**src/rtl/dma_arb_defines.vh**
```
// Register offsets, field positions and timing counts of the DMA arbitration and interrupt block
`ifndef DMA_ARB_DEFINES_VH
`define DMA_ARB_DEFINES_VH

// ****************************************************************
// Register byte offsets
// ****************************************************************
`define OFS_GLOBAL_CTRL 12'h000
`define OFS_TRIG_SEL    12'h004
`define OFS_IRQ_VECTOR  12'h008
`define OFS_CH_CTRL     12'h00c
`define OFS_STATUS      12'h010
`define OFS_SIZE0       12'h014
`define OFS_SIZE1       12'h018
`define OFS_SIZE2       12'h01c

// ****************************************************************
// Global control fields
// ****************************************************************
`define GC_ROTATE     0
`define GC_NMI_ABORT  1
`define GC_GLOBAL_IE  2

// Channel control: enable in bits 2..0, irq enable in bits 6..4, done flags 10..8
`define CC_EN_LSB    0
`define CC_IE_LSB    4
`define CC_DONE_LSB  8

// ****************************************************************
// Trigger select codes and vector values
// ****************************************************************
`define TSEL_SOFTWARE 4'h0
`define TSEL_SERB_RX  4'hc
`define TSEL_SERB_TX  4'hd
`define TSEL_EXTERNAL 4'hf
`define VEC_NONE      4'h0
`define VEC_CH0       4'h2
`define VEC_CH1       4'h4
`define VEC_CH2       4'h6

// ****************************************************************
// Timing counts in main clock cycles; oscillator start-up and clock period in ns
// ****************************************************************
`define SYNC_CYCLES   2'h2
`define MOVE_CYCLES   2'h2
`define OSC_START_NS  6000
`define CLK_PERIOD_NS 5
`define OSC_START_CYCLES ((`OSC_START_NS + `CLK_PERIOD_NS - 1) / `CLK_PERIOD_NS)

`endif

```
**src/rtl/dma_arbitration_and_irq.v**
```verilog
// Three-channel DMA arbiter, transfer timing, completion flags and interrupt vector with APB registers
//
// Chosen here: the register addresses and the APB interface to the registers.
`timescale 1ns/1ps
`include "dma_arb_defines.vh"

// Notes on behaviour
// NMI aborts any transfer when enabled
// Clearing enable stops burst-block transfer
// Default rank zero, one, two
// Winner finishes whole transfer before next
// Running transfer is never preempted
// Rotating: finished channel becomes lowest
// Clearing rotate restores fixed ranking
// Synchronize trigger before each transfer
// Move two cycles, then one idle
// Clock running, CPU halted: no wake
// Clock stopped: restart it for transfer
// Single transfer within four or five cycles
// Maskable interrupts held during transfer
// Software disables controller for critical routines
// Done flag set when size reaches zero
// Irq when flag, enable, global all set
// Flags cleared only by software or vector
// Vector names highest enabled pending channel
// Vector access clears highest enabled flag
// Serial receive flag triggers unless enabled
// Serial transmit flag triggers unless enabled
// Code 1100 selects serial receive
// Code 1101 selects serial transmit
// Vector 0 none, 2/4/6 channels
module dma_arbitration_and_irq #(
  parameter OSC_START_CYCLES = `OSC_START_CYCLES,
  parameter SIZE_W           = 16
) (
  input  wire        pclk,
  input  wire        presetn,
  input  wire        psel,
  input  wire        penable,
  input  wire        pwrite,
  input  wire [11:0] paddr,
  input  wire [31:0] pwdata,
  output reg  [31:0] prdata,
  output wire        pready,
  output wire        pslverr,
  input  wire        nmi,
  input  wire        cpu_halted,
  input  wire        main_clock_on,
  input  wire        osc_ready,
  input  wire        serial_b_rx_flag,
  input  wire        serial_b_tx_flag,
  input  wire        serial_b_rx_irq_enable,
  input  wire        serial_b_tx_irq_enable,
  input  wire        ext_trigger,
  input  wire [2:0]  burst_mode,
  output reg         serial_b_rx_ack,
  output reg         serial_b_tx_ack,
  output reg         move_strobe,
  output reg  [1:0]  move_channel,
  output reg         main_clock_request,
  output reg         hold_maskable_irq,
  output wire        dma_irq
);

  // ****************************************************************
  // States
  // ****************************************************************
  localparam [4:0] ST_IDLE = 5'h01;
  localparam [4:0] ST_WAKE = 5'h02;
  localparam [4:0] ST_SYNC = 5'h04;
  localparam [4:0] ST_MOVE = 5'h08;
  localparam [4:0] ST_GAP  = 5'h10;

  reg  [2:0]        gctrl_reg;
  reg  [11:0]       tsel_reg;
  reg  [2:0]        chen_reg;
  reg  [2:0]        chie_reg;
  reg  [2:0]        done_reg;
  reg  [2:0]        swtrig_reg;
  reg  [2:0]        pend_reg;
  reg  [SIZE_W-1:0] size_reg [0:2];
  reg  [4:0]        state_reg;
  reg  [1:0]        cur_reg;
  reg  [1:0]        cnt_reg;
  reg  [12:0]       wake_reg;
  reg  [1:0]        last_reg;
  reg  [2:0]        trig_d_reg;

  wire [2:0]        trig_raw;
  reg  [1:0]        pick;
  reg               pick_valid;
  reg  [3:0]        vec;
  reg  [2:0]        vec_clear;
  reg  [31:0]       rd_word;

  wire wr_en  = psel & penable & pwrite;
  wire acc_en = psel & penable;
  wire [2:0] irq_pending = done_reg & chie_reg;

  assign pready  = 1'b1;
  assign pslverr = 1'b0;

  // ****************************************************************
  // Trigger sources
  // ****************************************************************
  // Channel zero source
  dma_trigger_mux trig_mux0 (
    .code     (tsel_reg[3:0]),
    .sw_trig  (swtrig_reg[0]),
    .rx_flag  (serial_b_rx_flag),
    .rx_ie    (serial_b_rx_irq_enable),
    .tx_flag  (serial_b_tx_flag),
    .tx_ie    (serial_b_tx_irq_enable),
    .ext_trig (ext_trigger),
    .trig     (trig_raw[0])
  );

  // Channel one source
  dma_trigger_mux trig_mux1 (
    .code     (tsel_reg[7:4]),
    .sw_trig  (swtrig_reg[1]),
    .rx_flag  (serial_b_rx_flag),
    .rx_ie    (serial_b_rx_irq_enable),
    .tx_flag  (serial_b_tx_flag),
    .tx_ie    (serial_b_tx_irq_enable),
    .ext_trig (ext_trigger),
    .trig     (trig_raw[1])
  );

  // Channel two source
  dma_trigger_mux trig_mux2 (
    .code     (tsel_reg[11:8]),
    .sw_trig  (swtrig_reg[2]),
    .rx_flag  (serial_b_rx_flag),
    .rx_ie    (serial_b_rx_irq_enable),
    .tx_flag  (serial_b_tx_flag),
    .tx_ie    (serial_b_tx_irq_enable),
    .ext_trig (ext_trigger),
    .trig     (trig_raw[2])
  );

  // ****************************************************************
  // Arbiter: ranking starts after the last served channel when rotating
  // ****************************************************************
  always @* begin
    pick       = 2'h0;
    pick_valid = 1'b0;
    if (!gctrl_reg[`GC_ROTATE] || last_reg == 2'h2) begin
      if (pend_reg[0]) begin
        pick = 2'h0; pick_valid = 1'b1;
      end else if (pend_reg[1]) begin
        pick = 2'h1; pick_valid = 1'b1;
      end else if (pend_reg[2]) begin
        pick = 2'h2; pick_valid = 1'b1;
      end
    end else if (last_reg == 2'h0) begin
      if (pend_reg[1]) begin
        pick = 2'h1; pick_valid = 1'b1;
      end else if (pend_reg[2]) begin
        pick = 2'h2; pick_valid = 1'b1;
      end else if (pend_reg[0]) begin
        pick = 2'h0; pick_valid = 1'b1;
      end
    end else begin
      if (pend_reg[2]) begin
        pick = 2'h2; pick_valid = 1'b1;
      end else if (pend_reg[0]) begin
        pick = 2'h0; pick_valid = 1'b1;
      end else if (pend_reg[1]) begin
        pick = 2'h1; pick_valid = 1'b1;
      end
    end
  end

  // ****************************************************************
  // Interrupt vector, channel zero first
  // ****************************************************************
  always @* begin
    vec       = `VEC_NONE;
    vec_clear = 3'h0;
    if (irq_pending[0]) begin
      vec = `VEC_CH0; vec_clear = 3'h1;
    end else if (irq_pending[1]) begin
      vec = `VEC_CH1; vec_clear = 3'h2;
    end else if (irq_pending[2]) begin
      vec = `VEC_CH2; vec_clear = 3'h4;
    end
  end

  assign dma_irq = (|irq_pending) & gctrl_reg[`GC_GLOBAL_IE];

  // ****************************************************************
  // Register file and transfer engine
  // ****************************************************************
  always @(posedge pclk or negedge presetn) begin
    if (!presetn) begin
      gctrl_reg          <= 3'h0;
      tsel_reg           <= 12'h000;
      chen_reg           <= 3'h0;
      chie_reg           <= 3'h0;
      done_reg           <= 3'h0;
      swtrig_reg         <= 3'h0;
      pend_reg           <= 3'h0;
      size_reg[0]        <= {SIZE_W{1'b0}};
      size_reg[1]        <= {SIZE_W{1'b0}};
      size_reg[2]        <= {SIZE_W{1'b0}};
      state_reg          <= ST_IDLE;
      cur_reg            <= 2'h0;
      cnt_reg            <= 2'h0;
      wake_reg           <= 13'h0000;
      last_reg           <= 2'h2;
      trig_d_reg         <= 3'h0;
      serial_b_rx_ack    <= 1'b0;
      serial_b_tx_ack    <= 1'b0;
      move_strobe        <= 1'b0;
      move_channel       <= 2'h0;
      main_clock_request <= 1'b0;
      hold_maskable_irq  <= 1'b0;
    end else begin
      serial_b_rx_ack <= 1'b0;
      serial_b_tx_ack <= 1'b0;
      move_strobe     <= 1'b0;
      swtrig_reg      <= 3'h0;
      trig_d_reg      <= trig_raw;
      // Rising edges only, so a level flag cannot retrigger before it is acknowledged
      pend_reg <= pend_reg | (trig_raw & ~trig_d_reg & chen_reg);

      if (acc_en && paddr == `OFS_IRQ_VECTOR)
        done_reg <= done_reg & ~vec_clear;
      if (wr_en) begin
        case (paddr)
          `OFS_GLOBAL_CTRL: gctrl_reg <= pwdata[2:0];
          `OFS_TRIG_SEL:    tsel_reg  <= pwdata[11:0];
          `OFS_CH_CTRL: begin
            chen_reg   <= pwdata[`CC_EN_LSB +: 3];
            chie_reg   <= pwdata[`CC_IE_LSB +: 3];
            done_reg   <= done_reg & pwdata[`CC_DONE_LSB +: 3];
            swtrig_reg <= pwdata[14:12];
          end
          `OFS_SIZE0: size_reg[0] <= pwdata[SIZE_W-1:0];
          `OFS_SIZE1: size_reg[1] <= pwdata[SIZE_W-1:0];
          `OFS_SIZE2: size_reg[2] <= pwdata[SIZE_W-1:0];
          default: ;
        endcase
      end
      if (!gctrl_reg[`GC_ROTATE])
        last_reg <= 2'h2;

      case (state_reg)
        ST_IDLE: begin
          main_clock_request <= 1'b0;
          hold_maskable_irq  <= 1'b0;
          if (pick_valid) begin
            cur_reg            <= pick;
            pend_reg[pick]     <= 1'b0;
            hold_maskable_irq  <= 1'b1;
            main_clock_request <= ~main_clock_on;
            cnt_reg            <= 2'h0;
            wake_reg           <= 13'h0000;
            serial_b_rx_ack    <= (tsel_reg[pick*4 +: 4] == `TSEL_SERB_RX);
            serial_b_tx_ack    <= (tsel_reg[pick*4 +: 4] == `TSEL_SERB_TX);
            state_reg          <= main_clock_on ? ST_SYNC : ST_WAKE;
          end
        end
        ST_WAKE: begin
          // Oscillator start-up bounded so a dead oscillator cannot hang the engine
          wake_reg <= wake_reg + 13'h0001;
          if (osc_ready || wake_reg >= OSC_START_CYCLES[12:0])
            state_reg <= ST_SYNC;
        end
        ST_SYNC: begin
          cnt_reg <= cnt_reg + 2'h1;
          if (cnt_reg == `SYNC_CYCLES - 2'h1) begin
            cnt_reg   <= 2'h0;
            state_reg <= ST_MOVE;
          end
        end
        ST_MOVE: begin
          cnt_reg <= cnt_reg + 2'h1;
          if (cnt_reg == `MOVE_CYCLES - 2'h1) begin
            move_strobe  <= 1'b1;
            move_channel <= cur_reg;
            cnt_reg      <= 2'h0;
            if (size_reg[cur_reg] != {SIZE_W{1'b0}})
              size_reg[cur_reg] <= size_reg[cur_reg] - {{(SIZE_W-1){1'b0}}, 1'b1};
            if (size_reg[cur_reg] <= {{(SIZE_W-1){1'b0}}, 1'b1})
              done_reg[cur_reg] <= 1'b1;
            state_reg <= ST_GAP;
          end
        end
        ST_GAP: begin
          if (size_reg[cur_reg] == {SIZE_W{1'b0}} || !burst_mode[cur_reg]) begin
            last_reg  <= gctrl_reg[`GC_ROTATE] ? cur_reg : 2'h2;
            state_reg <= ST_IDLE;
          end else begin
            state_reg <= ST_MOVE;
          end
        end
        default: state_reg <= ST_IDLE;
      endcase

      if (state_reg != ST_IDLE) begin
        if ((nmi && gctrl_reg[`GC_NMI_ABORT]) ||
            (burst_mode[cur_reg] && !chen_reg[cur_reg])) begin
          state_reg <= ST_IDLE;
        end
      end
    end
  end

  // ****************************************************************
  // Read data, registered at the setup phase
  // ****************************************************************
  // Vector is captured before the access phase clears its flag
  always @* begin
    case (paddr)
      `OFS_GLOBAL_CTRL: rd_word = {29'h0, gctrl_reg};
      `OFS_TRIG_SEL:    rd_word = {20'h0, tsel_reg};
      `OFS_IRQ_VECTOR:  rd_word = {28'h0, vec};
      `OFS_CH_CTRL:     rd_word = {21'h0, done_reg, 1'b0, chie_reg, 1'b0, chen_reg};
      `OFS_STATUS:      rd_word = {22'h0, cur_reg, 3'h0, state_reg};
      `OFS_SIZE0:       rd_word = {{(32-SIZE_W){1'b0}}, size_reg[0]};
      `OFS_SIZE1:       rd_word = {{(32-SIZE_W){1'b0}}, size_reg[1]};
      `OFS_SIZE2:       rd_word = {{(32-SIZE_W){1'b0}}, size_reg[2]};
      default:          rd_word = 32'h00000000;
    endcase
  end

  always @(posedge pclk or negedge presetn) begin
    if (!presetn) begin
      prdata <= 32'h00000000;
    end else if (psel && !penable && !pwrite) begin
      prdata <= rd_word;
    end
  end

endmodule // dma_arbitration_and_irq

// ****************************************************************
// Per-channel trigger source selection
// ****************************************************************
module dma_trigger_mux (
  input  wire [3:0] code,
  input  wire       sw_trig,
  input  wire       rx_flag,
  input  wire       rx_ie,
  input  wire       tx_flag,
  input  wire       tx_ie,
  input  wire       ext_trig,
  output reg        trig
);

  always @* begin
    case (code)
      `TSEL_SOFTWARE: trig = sw_trig;
      `TSEL_SERB_RX:  trig = rx_flag & ~rx_ie;
      `TSEL_SERB_TX:  trig = tx_flag & ~tx_ie;
      `TSEL_EXTERNAL: trig = ext_trig;
      // Unused codes never fire, so a stale select cannot start a transfer
      default:        trig = 1'b0;
    endcase
  end

endmodule // dma_trigger_mux

```
**config.mk**
```make
export PLATFORM = sky130hd
export DESIGN_NAME = dma_arbitration_and_irq
export DESIGN_NICKNAME = d
export VERILOG_FILES = /design/src/rtl/dma_arbitration_and_irq.v
export VERILOG_INCLUDE_DIRS = /design/src /design/src/rtl
export SDC_FILE = /design/constraint.sdc
export NUM_CORES = 1
export LEC_CHECK = 0
export BUFFER_PORTS_ARGS = -buffer_cell sky130_fd_sc_hd__buf_4
export CORE_ASPECT_RATIO = 0.6
export CORE_MARGIN = 4
export CORE_UTILIZATION = 53
export DETAILED_ROUTE_END_ITERATION = 6
export PLACE_DENSITY = 0.77
export SYNTH_ARGS = -nofsm -noshare
export SYNTH_HDL_FRONTEND = slang
export SYNTH_HIERARCHICAL = 1
export SYNTH_SLANG_ARGS = --single-unit
```
**constraint.sdc**
```tcl
create_clock -name pclk -period 2.8 [get_ports pclk]
set_clock_uncertainty 0.15 [all_clocks]
set_input_delay 0.28 -clock pclk [delete_from_list [all_inputs] [get_ports pclk]]
set_output_delay 0.28 -clock pclk [all_outputs]
set_load 0.005 [all_outputs]
```
### Word level (Yosys, flattened, before mapping)

Index checks and enable logic that the tools add are counted.

| cells by class | value |
|---|---|
| add/subtract/negate cells | 3 |
| reductions and logical operators | 35 |
| shift-type cells | 1 |
| bitwise operators | 20 |
| order comparisons | 8 |
| eq/ne operators | 27 |
| muxes and demuxes | 86 |

Operators by type and width:

| operator | number |
|---|---|
| $mux W48 | 4 |
| $pmux W16 S8 | 1 |
| $mux W16 | 6 |
| $mux W3 | 17 |
| $bwmux W48 | 1 |
| $eq A12 B5 Y1 const B | 4 |
| $eq A4 B4 Y1 const B | 11 |
| $bmux W16 S2 | 1 |
| $demux W16 S2 | 1 |
| $mux W5 | 6 |
| $pmux W13 S2 | 1 |
| $mux W1 | 25 |
| $pmux W5 S5 | 1 |
| $eq A12 B4 Y1 const B | 2 |
| $mux W2 | 12 |
| $and A3 B3 Y3 | 6 |
| $le A16 B1 Y1 const B | 1 |
| $logic_not A16 Y1 | 1 |
| $reduce_bool A16 Y1 | 1 |
| $sub A16 B1 Y16 const B | 1 |
| $reduce_and A2 Y1 | 7 |
| $add A13 B1 Y13 const B | 1 |
| $ge A13 B11 Y1 const B | 1 |
| $mux W13 | 1 |
| other kinds (35) | 67 |

| word-level totals | value |
|---|---|
| logic and storage cells | 203 |
| input bits | 61 |
| flip-flop bits (word level) | 144 |

### Longest topological paths before layout

Gate-level depths: netlist of the first run.

| depth | value |
|---|---|
| word-level depth | 13 |
| depth in mapped cells | 13 |

### By module

The synthesis of the first run kept the hierarchy.

Modules (own cells, without submodules):

| module | area an instance (sq um) | sequential area each (sq um) | instances | cells an instance |
|---|---|---|---|---|
| dma_arbitration_and_irq | 7288.2 | 3205.6 | 1 | 764 |
| dma_trigger_mux | 51.3 | 0.0 | 3 | 7 |

### Least setup slack after synthesis of the first run

Ideal clock, no wire load.

| timing | value |
|---|---|
| kind | flip-flop to flip-flop |
| start | register cur_reg[0] |
| end | register size_reg[13] (netlist bit) |
| path slack | 0.000 ns |
| required time | 2.517 ns |
| arrival | 2.517 ns |
| cell stages (with the launch flop) | 14 |
| cell sequence | dfrtp_1 > buf_6 > buf_2 > clkbuf_1 > o2bb2ai_1 > inv_1 > ha_1 > inv_1 > nor4_2 > nand4_1 > nor4b_4 > buf_2 > a211oi_1 > a21oi_1 |

| between the ends | value |
|---|---|
| longest elaborated chain between the ends | 9 |
| elaborated cells between the ends (all ways) | 15 |

Ends and longest elaborated chain:

| item | RTL line | source |
|---|---|---|
| start, declared | dma_arbitration_and_irq.v:83 | `reg [1:0] cur_reg;` |
| start signal, assigned | dma_arbitration_and_irq.v:254 | `cur_reg <= pick;` |
| $not A2 Y3 (not written as such) (*) | dma_arbitration_and_irq.v:284, dma_arbitration_and_irq.v:285 |  |
| $bmux W16 S2 (tied with other cells) | dma_arbitration_and_irq.v:284, dma_arbitration_and_irq.v:285 |  |
| $mux W16 (not written as such) / $logic_and A1 B1 Y1 (equally long branches) | dma_arbitration_and_irq.v:284, dma_arbitration_and_irq.v:285 |  |
| $mux W16 (on tied branches) | dma_arbitration_and_irq.v:284, dma_arbitration_and_irq.v:285 |  |
| $sub A16 B1 Y16 / $demux W16 S2 (equally long branches) | dma_arbitration_and_irq.v:285 | `size_reg[cur_reg] <= size_reg[cur_reg] - {{(SIZE_W-1){1'b0}}, 1'b1};` |
| $bwmux W48 | dma_arbitration_and_irq.v:285 |  |
| $mux W48 (*) | dma_arbitration_and_irq.v:284 | `if (size_reg[cur_reg] != {SIZE_W{1'b0}})` |
| $mux W48 (*) | dma_arbitration_and_irq.v:280 | `` if (cnt_reg == `MOVE_CYCLES - 2'h1) begin `` |
| $mux W48 (*) | dma_arbitration_and_irq.v:249 | `case (state_reg)` |
| end signal, assigned by index | dma_arbitration_and_irq.v:285 |  |
| end, declared | dma_arbitration_and_irq.v:81 | `reg [SIZE_W-1:0] size_reg [0:2];` |

Every way passes the cells marked *; elsewhere a longest branch is shown, timed or not. The select of a mux whose other input is x is not followed.
A chain may end at the register's enable or synchronous reset.

### Worst setup path in the final report of the first run

| timing | value |
|---|---|
| start | register cur_reg[1] |
| end | register done_reg[0] |

| between the ends | value |
|---|---|
| longest elaborated chain between the ends | 8 |
| elaborated cells between the ends (all ways) | 14 |

Ends and longest elaborated chain:

| item | RTL line | source |
|---|---|---|
| $not A2 Y3 (not written as such) (tied with other cells) | dma_arbitration_and_irq.v:286 | `if (size_reg[cur_reg] <= {{(SIZE_W-1){1'b0}}, 1'b1})` |
| $bmux W16 S2 / $logic_and A1 B1 Y1 (equally long branches) | dma_arbitration_and_irq.v:286, dma_arbitration_and_irq.v:287 |  |
| $mux W16 (not written as such) / $mux W1 (equally long branches) | dma_arbitration_and_irq.v:286, dma_arbitration_and_irq.v:287 |  |
| $mux W16 (not written as such) / $demux W1 S2 (equally long branches) | dma_arbitration_and_irq.v:286, dma_arbitration_and_irq.v:287 |  |
| $le A16 B1 Y1 / $or A3 B3 Y3 (equally long branches) | - |  |
| $mux W3 (*) | dma_arbitration_and_irq.v:286 |  |
| $mux W3 (*) | dma_arbitration_and_irq.v:280 |  |
| $mux W3 (*) | dma_arbitration_and_irq.v:249 |  |
| end signal, assigned | dma_arbitration_and_irq.v:229 | `done_reg <= done_reg & ~vec_clear;` |
| end signal, assigned | dma_arbitration_and_irq.v:237 | `` done_reg <= done_reg & pwdata[`CC_DONE_LSB +: 3]; `` |
| end, declared | dma_arbitration_and_irq.v:78 | `reg [2:0] done_reg;` |

Marks and branches as above.

==> results of run 1 <==
## stage by stage
step	setup slack, ps	total power, µW	util (%)
finish	65.8	4360	68.3
detailed placement	-245	2080	62.5
global placement	-151	2080	62.5
CTS	62.8	4360	67.9
global route	-25.8	4480	68.3
floorplan	0.151	1970	-
## worst max-delay path by stage
| stage | start | to | cells past startpoint |
|---|---|---|---|
| global placement | cur_reg[1] | size_reg[12] | 10 |
| global route | cur_reg[1] | size_reg[6] | 11 |
| finish | cur_reg[1] | done_reg[0] | 9 |
| floorplan | cur_reg[0] | size_reg[13] | 13 |
| CTS | cur_reg[1] | done_reg[2] | 9 |
| detailed placement | cur_reg[1] | size_reg[12] | 10 |
## kinds of logic after synthesis
kind of cell / after synthesis / synth area share (%)
adders and majority gates: 4 / 0.673
xor gates and xnor gates: 16 / 1.88
buffers and inverters: 75 / 5.31
muxes: 97 / 14.3
DFF: 128 / 43.1
AOI/OAI and AO/OA: 203 / 17.4
and+or+nand+nor: 260 / 17.3
other: 2 / 0.101
## final cells by class
cell class / instances / area (µm²)
Timing Repair Buffer: 157 / 1280
Clock buffer: 20 / 447
Fill cell: 1044 / 4350
Sequential cell: 128 / 3210
Tap cell: 192 / 240
Clock inverter: 12 / 158
Inverter: 14 / 52.6
Multi-Input combinational cell: 599 / 3980
## synth_stat cells (4+ instances only)
cell / number / share of area [%]
sky130_fd_sc_hd__buf_2: 13 / 0.87
sky130_fd_sc_hd__o22ai_1: 9 / 0.76
sky130_fd_sc_hd__or2_2: 4 / 0.34
sky130_fd_sc_hd__and3_1: 21 / 1.8
sky130_fd_sc_hd__inv_1: 14 / 0.71
sky130_fd_sc_hd__buf_4: 18 / 1.8
sky130_fd_sc_hd__a22oi_1: 10 / 1.0
sky130_fd_sc_hd__nor3_1: 13 / 0.87
sky130_fd_sc_hd__dfrtp_1: 126 / 42
sky130_fd_sc_hd__o21ai_0: 68 / 4.6
sky130_fd_sc_hd__nand3_1: 25 / 1.7
sky130_fd_sc_hd__xnor2_1: 13 / 1.5
sky130_fd_sc_hd__a21oi_1: 48 / 3.2
sky130_fd_sc_hd__a31oi_1: 8 / 0.67
sky130_fd_sc_hd__a22o_1: 9 / 1.1
sky130_fd_sc_hd__clkbuf_1: 23 / 1.2
sky130_fd_sc_hd__a211oi_1: 12 / 1.2
sky130_fd_sc_hd__ha_1: 4 / 0.67
sky130_fd_sc_hd__and2_1: 5 / 0.42
sky130_fd_sc_hd__mux2i_1: 51 / 6.9
sky130_fd_sc_hd__o2bb2ai_1: 15 / 1.8
sky130_fd_sc_hd__nand2_1: 101 / 5.1
sky130_fd_sc_hd__nand4_1: 7 / 0.59
sky130_fd_sc_hd__mux2_2: 43 / 6.5
sky130_fd_sc_hd__buf_6: 4 / 0.61
sky130_fd_sc_hd__nor2b_1: 5 / 0.42
sky130_fd_sc_hd__nor2_1: 55 / 2.8
## placed cells by master, fill, tap and decap left out, drive strengths merged, types with 21 or more instances in the layout
cell type | synthesis | routed
a21oi | 48 | 48
and3 | 21 | 21
buf | 38 | 148
dfrtp | 126 | 126
mux2 | 43 | 43
mux2i | 51 | 51
nand2 | 101 | 101
nand3 | 26 | 26
nor2 | 55 | 55
o21ai | 68 | 68
## layer usage
layer | track usage, % | wire, µm
met1 | 47.7 | 10800
met2 | 39.6 | 9380
met3 | 11.1 | 3700
met4 | 8.26 | 464
met5 | 0 | 0
## power breakdown
part / switching, µW / internal [µW] / total (µW) / leakage, µW
combinational: 125 / 83.7 / 209 / 0.00242
sequential: 1.72 / 1850 / 1850 / 0.00157
clock: 873 / 1430 / 2300 / 0.000287
total: 1000 / 3360 / 4360 / 0.00428
## critical path, cell delays in order (launching register included)
cell	delay, ps
sky130_fd_sc_hd__dfrtp_2	460
sky130_fd_sc_hd__buf_12	170
sky130_fd_sc_hd__buf_12	120
sky130_fd_sc_hd__mux2i_1	230
sky130_fd_sc_hd__o2bb2ai_1	150
sky130_fd_sc_hd__nor3_4	230
sky130_fd_sc_hd__buf_4	200
sky130_fd_sc_hd__nand3_2	100
sky130_fd_sc_hd__or4_4	590
sky130_fd_sc_hd__o32ai_1	230
## what timing repair did
| action | 4_1_cts | 5_1_grt |
|---|---|---|
| endpoints found under the hold margin | 46 | 0 |
| setup buffers | 3 | 1 |
| cloned | 1 | 0 |
| hold buffers | 9 | 0 |
| gates resized for setup | 2 | 8 |
| pin swaps | 0 | 2 |
| setup endpoints to repair | 18 | 30 |
==> summary.md, run 1 <==
| Metric | Value |
|---|---|
| Status | complete, no violations |
| Count of flip-flops with a built-in enable after synthesis | 0 |
| Cell area after placement | 0.00856 mm² |
| Half-perimeter wire length after detailed placement | 17,200 µm |
| Critical path data arrival time | 2910 ps |
| Router iterations before antenna repair | 6 |
| Max FFs per register | 48 |
| Endpoint of the most critical register-to-register path | done_reg[0] |
| Hold Violations, Final | 0 |
| Total routed wirelength | 24,300 µm |
| Fraction of synthesis flops using an asynchronous set or reset pin | 100% |
| Leakage Power | 0.00428 µW |
| Launch point of the worst hold path | pwdata[2] |
| Synth-to-Final Area Change | 25.7% |
| Final weighted congestion in routability-driven placement | 0.985 |
| Clock transition at path regs | 60 ps |
| Number of clock buffers inserted by TritonCTS | 17 |
| Worst hold slack | 15.7 ps |
| Pins Over Slew Limit | 0 |
| Remaining max-slew budget at the tightest pin | 50.5% |
| Setup violations, final | 0 |
| Die width | 161 µm |
| Worst skew pair latency | 430 ps |
| Final Cell Area | 0.00936 mm² |
| Crit Path Max Fanout | 9 |
| Synthesized area divided by synthesized cell count | 9.48 µm² |
| Largest net degree at the start of global routing | 52 |
| Fraction of layout cells with a size suffix above 1 | 27.4% |
| I/O pin cnt | 103 |
| Endpoint, Worst Hold | chen_reg[2] |
| Vias in the first global route | 6,488 |
| Total Routing Usage GR | 30.6% |
| Row cnt | 33 |
| FMAX | 0.366 GHz |
| Clock tree from TritonCTS | done |
| Worst IR drop on VDD | 0.406 mV |
| Worst-case register-to-register setup slack | 70 ps |
| Category of the critical setup timing path | register to register |
| Core box area | 0.0137 mm² |
| FF+latch count, synth | 128 |
| Starting utilization of the core area | 54.3% |
| Max Cap Viol | 0 |
| DRC viols | 0 |
| Worst Hold Class | input pin to register |
| R2r startpoint | cur_reg[1] |
| Total number of nets in the final design | 982 |
| Number of buffer cells added on primary ports | 67 |
| Final sum of negative setup slack | 0 ps |
| GRT Residual Overflow | 0 |
| Routed length per placed instance | 21.7 µm |
| Number of unique standard cell types used by synthesis | 64 |
| Die H | 99.8 µm |
| Antenna violations before repair | 0 |
| Cell area after synthesis | 0.00744 mm² |
| Sequential share of the synthesized area | 43.1% |
| Logic depth of the worst register-to-register path | 9 |
| Total power density per cell area | 466 mW/mm² |
| Deepest clock path buffer count | 2 |
| Setup crit end kind | register |
| Avg Vias per Cell | 6.22 |
| Final clock period utilization by the worst path | 97.7% |
| Critical Path Source Type | register |
| Dpl cells | 1,076 |
| Minimum period implied by the final worst setup slack | 2730 ps |
| H-tree depth reported by CTS | 4 |
| Via count | 6,982 |
| Layout Cells excl Fill | 1,122 |
| Data required time of the worst path | 2970 ps |
| Pin slew with the least headroom to its limit | 740 ps |
| Top_reg_cell synth | sky130_fd_sc_hd__dfrtp_1 |
| Number of cells on the worst hold path | 3 |
| Number of nets with antenna violations after routing | 0 |
| Clock sink total | 128 |
| Post-synthesis instance total | 785 |
| Die Outline Area | 0.0161 mm² |
| Clock Root Buffer | sky130_fd_sc_hd__clkbuf_16 |
| # diodes | 0 |
| Initial DRC count | 828 |
| Yosys warns | 6 |
| Global-route wire length before repair | 37,700 µm |
No activity file was read; power rests on OpenSTA's default activity.
==> run 2, diff against run 1 <==
clock period = 2.5 ns   (was 2.8 ns; I/O delays follow)
==> run 2 against run 1 <==
The run now ends with setup timing left; wire length increased by 19%; register-to-register slack got worse by 390 ps; critical endpoint unchanged; largest power group unchanged; critical path type unchanged; worst hold slack improved by 2.3 ps.
==> summary.md, run 2 (same netlist as run 1, synthesis figures left out) <==
| Metric | Value |
|---|---|
| Status | finished with violations |
| Violated checks | setup timing |
| Pin slew with the least headroom to its limit | 650 ps |
| GRT Residual Overflow | 0 |
| Fill cell total of the finished layout | 889 |
| Clock tree from TritonCTS | done |
| Synth-to-Final Area Change | 39.5% |
| Net switching fraction of the power | 24.5% |
| Initial DRC count | 1,008 |
| Die width | 161 µm |
| Final clock period utilization by the worst path | 113% |
| Number of nets with antenna violations after routing | 0 |
| Combinational cell fraction of total power | 5.1% |
| Launching instance or port of the critical path | cur_reg[1] |
| Endpoint of the most critical register-to-register path | done_reg[0] |
| Worst slack at placement | -405 ps |
| Vias in the first global route | 7,033 |
| Critical Path Source Type | register |
| Number of clock buffers inserted by TritonCTS | 17 |
| I/O pin cnt | 103 |
| Launch point of the worst hold path | serial_b_tx_flag |
| Worst Hold Class | input pin to register |
| Clock Root Buffer | sky130_fd_sc_hd__clkbuf_16 |
| R2r startpoint | cur_reg[1] |
| Data required time of the worst path | 2670 ps |
| Starting utilization of the core area | 54.3% |
| Worst skew pair latency | 430 ps |
| Number of buffer cells added on primary ports | 67 |
| Part of the total power dissipated in sequential elements | 42.8% |
| Setup repair after global routing missed its margin | yes |
| Routed length per placed instance | 25.0 µm |
| H-tree depth reported by CTS | 4 |
| Largest net degree at the start of global routing | 64 |
| Worst-case register-to-register setup slack | -330 ps |
| Worst IR drop on VDD | 0.454 mV |
| Crit Path Max Fanout | 9 |
| Via count | 7,381 |
| Total Routing Usage GR | 33.6% |
| Router iterations before antenna repair | 5 |
| Hold Violations, Final | 0 |
| Max Cap Viol | 0 |
| Worst hold slack | 17.9 ps |
| Clock transition at path regs | 70 ps |
| Clock sink total | 128 |
| Minimum period implied by the final worst setup slack | 2830 ps |
| Logic depth of the worst register-to-register path | 9 |
| Min setup slack post-route | -329 ps |
| Total power density per cell area | 467 mW/mm² |
| Critical path data arrival time | 3000 ps |
| Final Core Density | 75.7% |
| Category of the critical setup timing path | register to register |
| Clk pwr share | 52.1% |
| Setup crit end kind | register |
| Pins Over Slew Limit | 0 |
| Internal Pwr Total | 3660 µW |
| Antenna violations before repair | 0 |
| Total number of nets in the final design | 1,012 |
| Commonest non-fill, non-tap cells in the layout | sky130_fd_sc_hd__buf_4 (146), sky130_fd_sc_hd__dfrtp_1 (125), sky130_fd_sc_hd__nand2_1 (76) |
| Die Outline Area | 0.0161 mm² |
| Die H | 99.8 µm |
| Max FFs per register | 48 |
| Remaining max-slew budget at the tightest pin | 56.5% |
| Half-perimeter wire length after detailed placement | 18,100 µm |
| Final weighted congestion in routability-driven placement | 1.02 |
| CP Capture Point | done_reg[0] |
| Total routed wirelength | 28,800 µm |
| Global-route wire length before repair | 41,300 µm |
| Setup violations, final | 55 |
| FMAX | 0.353 GHz |
| Fraction of layout cells with a size suffix above 1 | 39.1% |
| Core box area | 0.0137 mm² |
| Avg Vias per Cell | 6.41 |
| DRC viols | 0 |
| Leakage Power | 0.00462 µW |
| Net switching power | 1180 µW |
| # diodes | 0 |
| Row cnt | 33 |
| Leading cell type in the layout, fill and taps excluded | sky130_fd_sc_hd__buf_4 |
| Number of cells on the worst hold path | 3 |
| Deepest clock path buffer count | 2 |
-- run 2: cell types whose count changed in the layout (fill, tap and decap cells not counted), moves of 10 or more --
cell / delta
sky130_fd_sc_hd__a21oi_1: -15
sky130_fd_sc_hd__o21ai_1: +10
sky130_fd_sc_hd__nand2_4: +17
sky130_fd_sc_hd__o21ai_2: +16
sky130_fd_sc_hd__nand2_1: -25
sky130_fd_sc_hd__o21ai_0: -26
sky130_fd_sc_hd__a21oi_2: +13
-- run 2: metal layers --
layer  share of wire, %  routed length (µm)  global-route usage [%]
met2                 41               11900                    46.4
met4                2.7                 767                    8.85
met3                 15                4330                    9.89
met1                 41               11800                    51.5
met5                  0                   0                       0
-- run 2: worst min path at each step --
stage / to / slack [ps]
finish: trig_d_reg[0] / 20
detailed placement: trig_d_reg[1] / 30
floorplan: chen_reg[0] / -200
global route: trig_d_reg[1] / 10
global placement: wake_reg[5] / 20
CTS: tsel_reg[9] / 4
-- run 2: critical path: stages, from the launching register on --
cell,delay (ps)
sky130_fd_sc_hd__dfrtp_2,470
sky130_fd_sc_hd__buf_8,190
sky130_fd_sc_hd__buf_12,160
sky130_fd_sc_hd__mux2i_4,240
sky130_fd_sc_hd__o2bb2ai_2,120
sky130_fd_sc_hd__nor4_4,320
sky130_fd_sc_hd__buf_4,170
sky130_fd_sc_hd__nand3_2,80
sky130_fd_sc_hd__or4_4,590
sky130_fd_sc_hd__o32ai_2,230
-- run 2: stage by stage --
| step | area (µm²) | total power, µW | setup TNS, ps | cells |
|---|---|---|---|---|
| floorplan | 7530 | 2200 | 0 | 801 |
| finish | 10400 | 4840 | -11980 | 1152 |
| global route | 10400 | 4940 | -16090 | 1152 |
| CTS | 9700 | 4820 | -6190 | 1140 |
| detailed placement | 8620 | 2330 | -15210 | 1080 |
| global placement | 8620 | 2330 | -7210 | 1080 |
-- run 2: timing repair --
item / 4_1_cts / 5_1_grt
pin swaps: 5 / 14
buffers inserted: 7 / 11
gates cloned: 6 / 3
resized for setup: 32 / 150
hold endpoints to repair: 105 / 0
endpoints found under the setup margin: 55 / 57
hold buffers: 15 / 0
-- run 2: layout make-up --
cell class | count | area, µm² | share of cell area [%]
clock inverters | 14 | 156 | 1.51
repair buffers | 188 | 1750 | 16.9
flip-flops and latches | 128 | 3210 | 30.9
clock buffers | 18 | 429 | 4.14
inverters | 14 | 55.1 | 0.530
multi-input cells | 598 | 4540 | 43.7
well taps | 192 | 240 | 2.31
-- run 2: power by group through the flow --
stage	logic [µW]	registers [µW]	clock network [µW]
after floorplan	88.5	2110	0
after global placement	213	2110	0
after detailed placement	217	2110	0
after CTS	237	2080	2500
after global routing	266	2070	2600
final	246	2080	2520
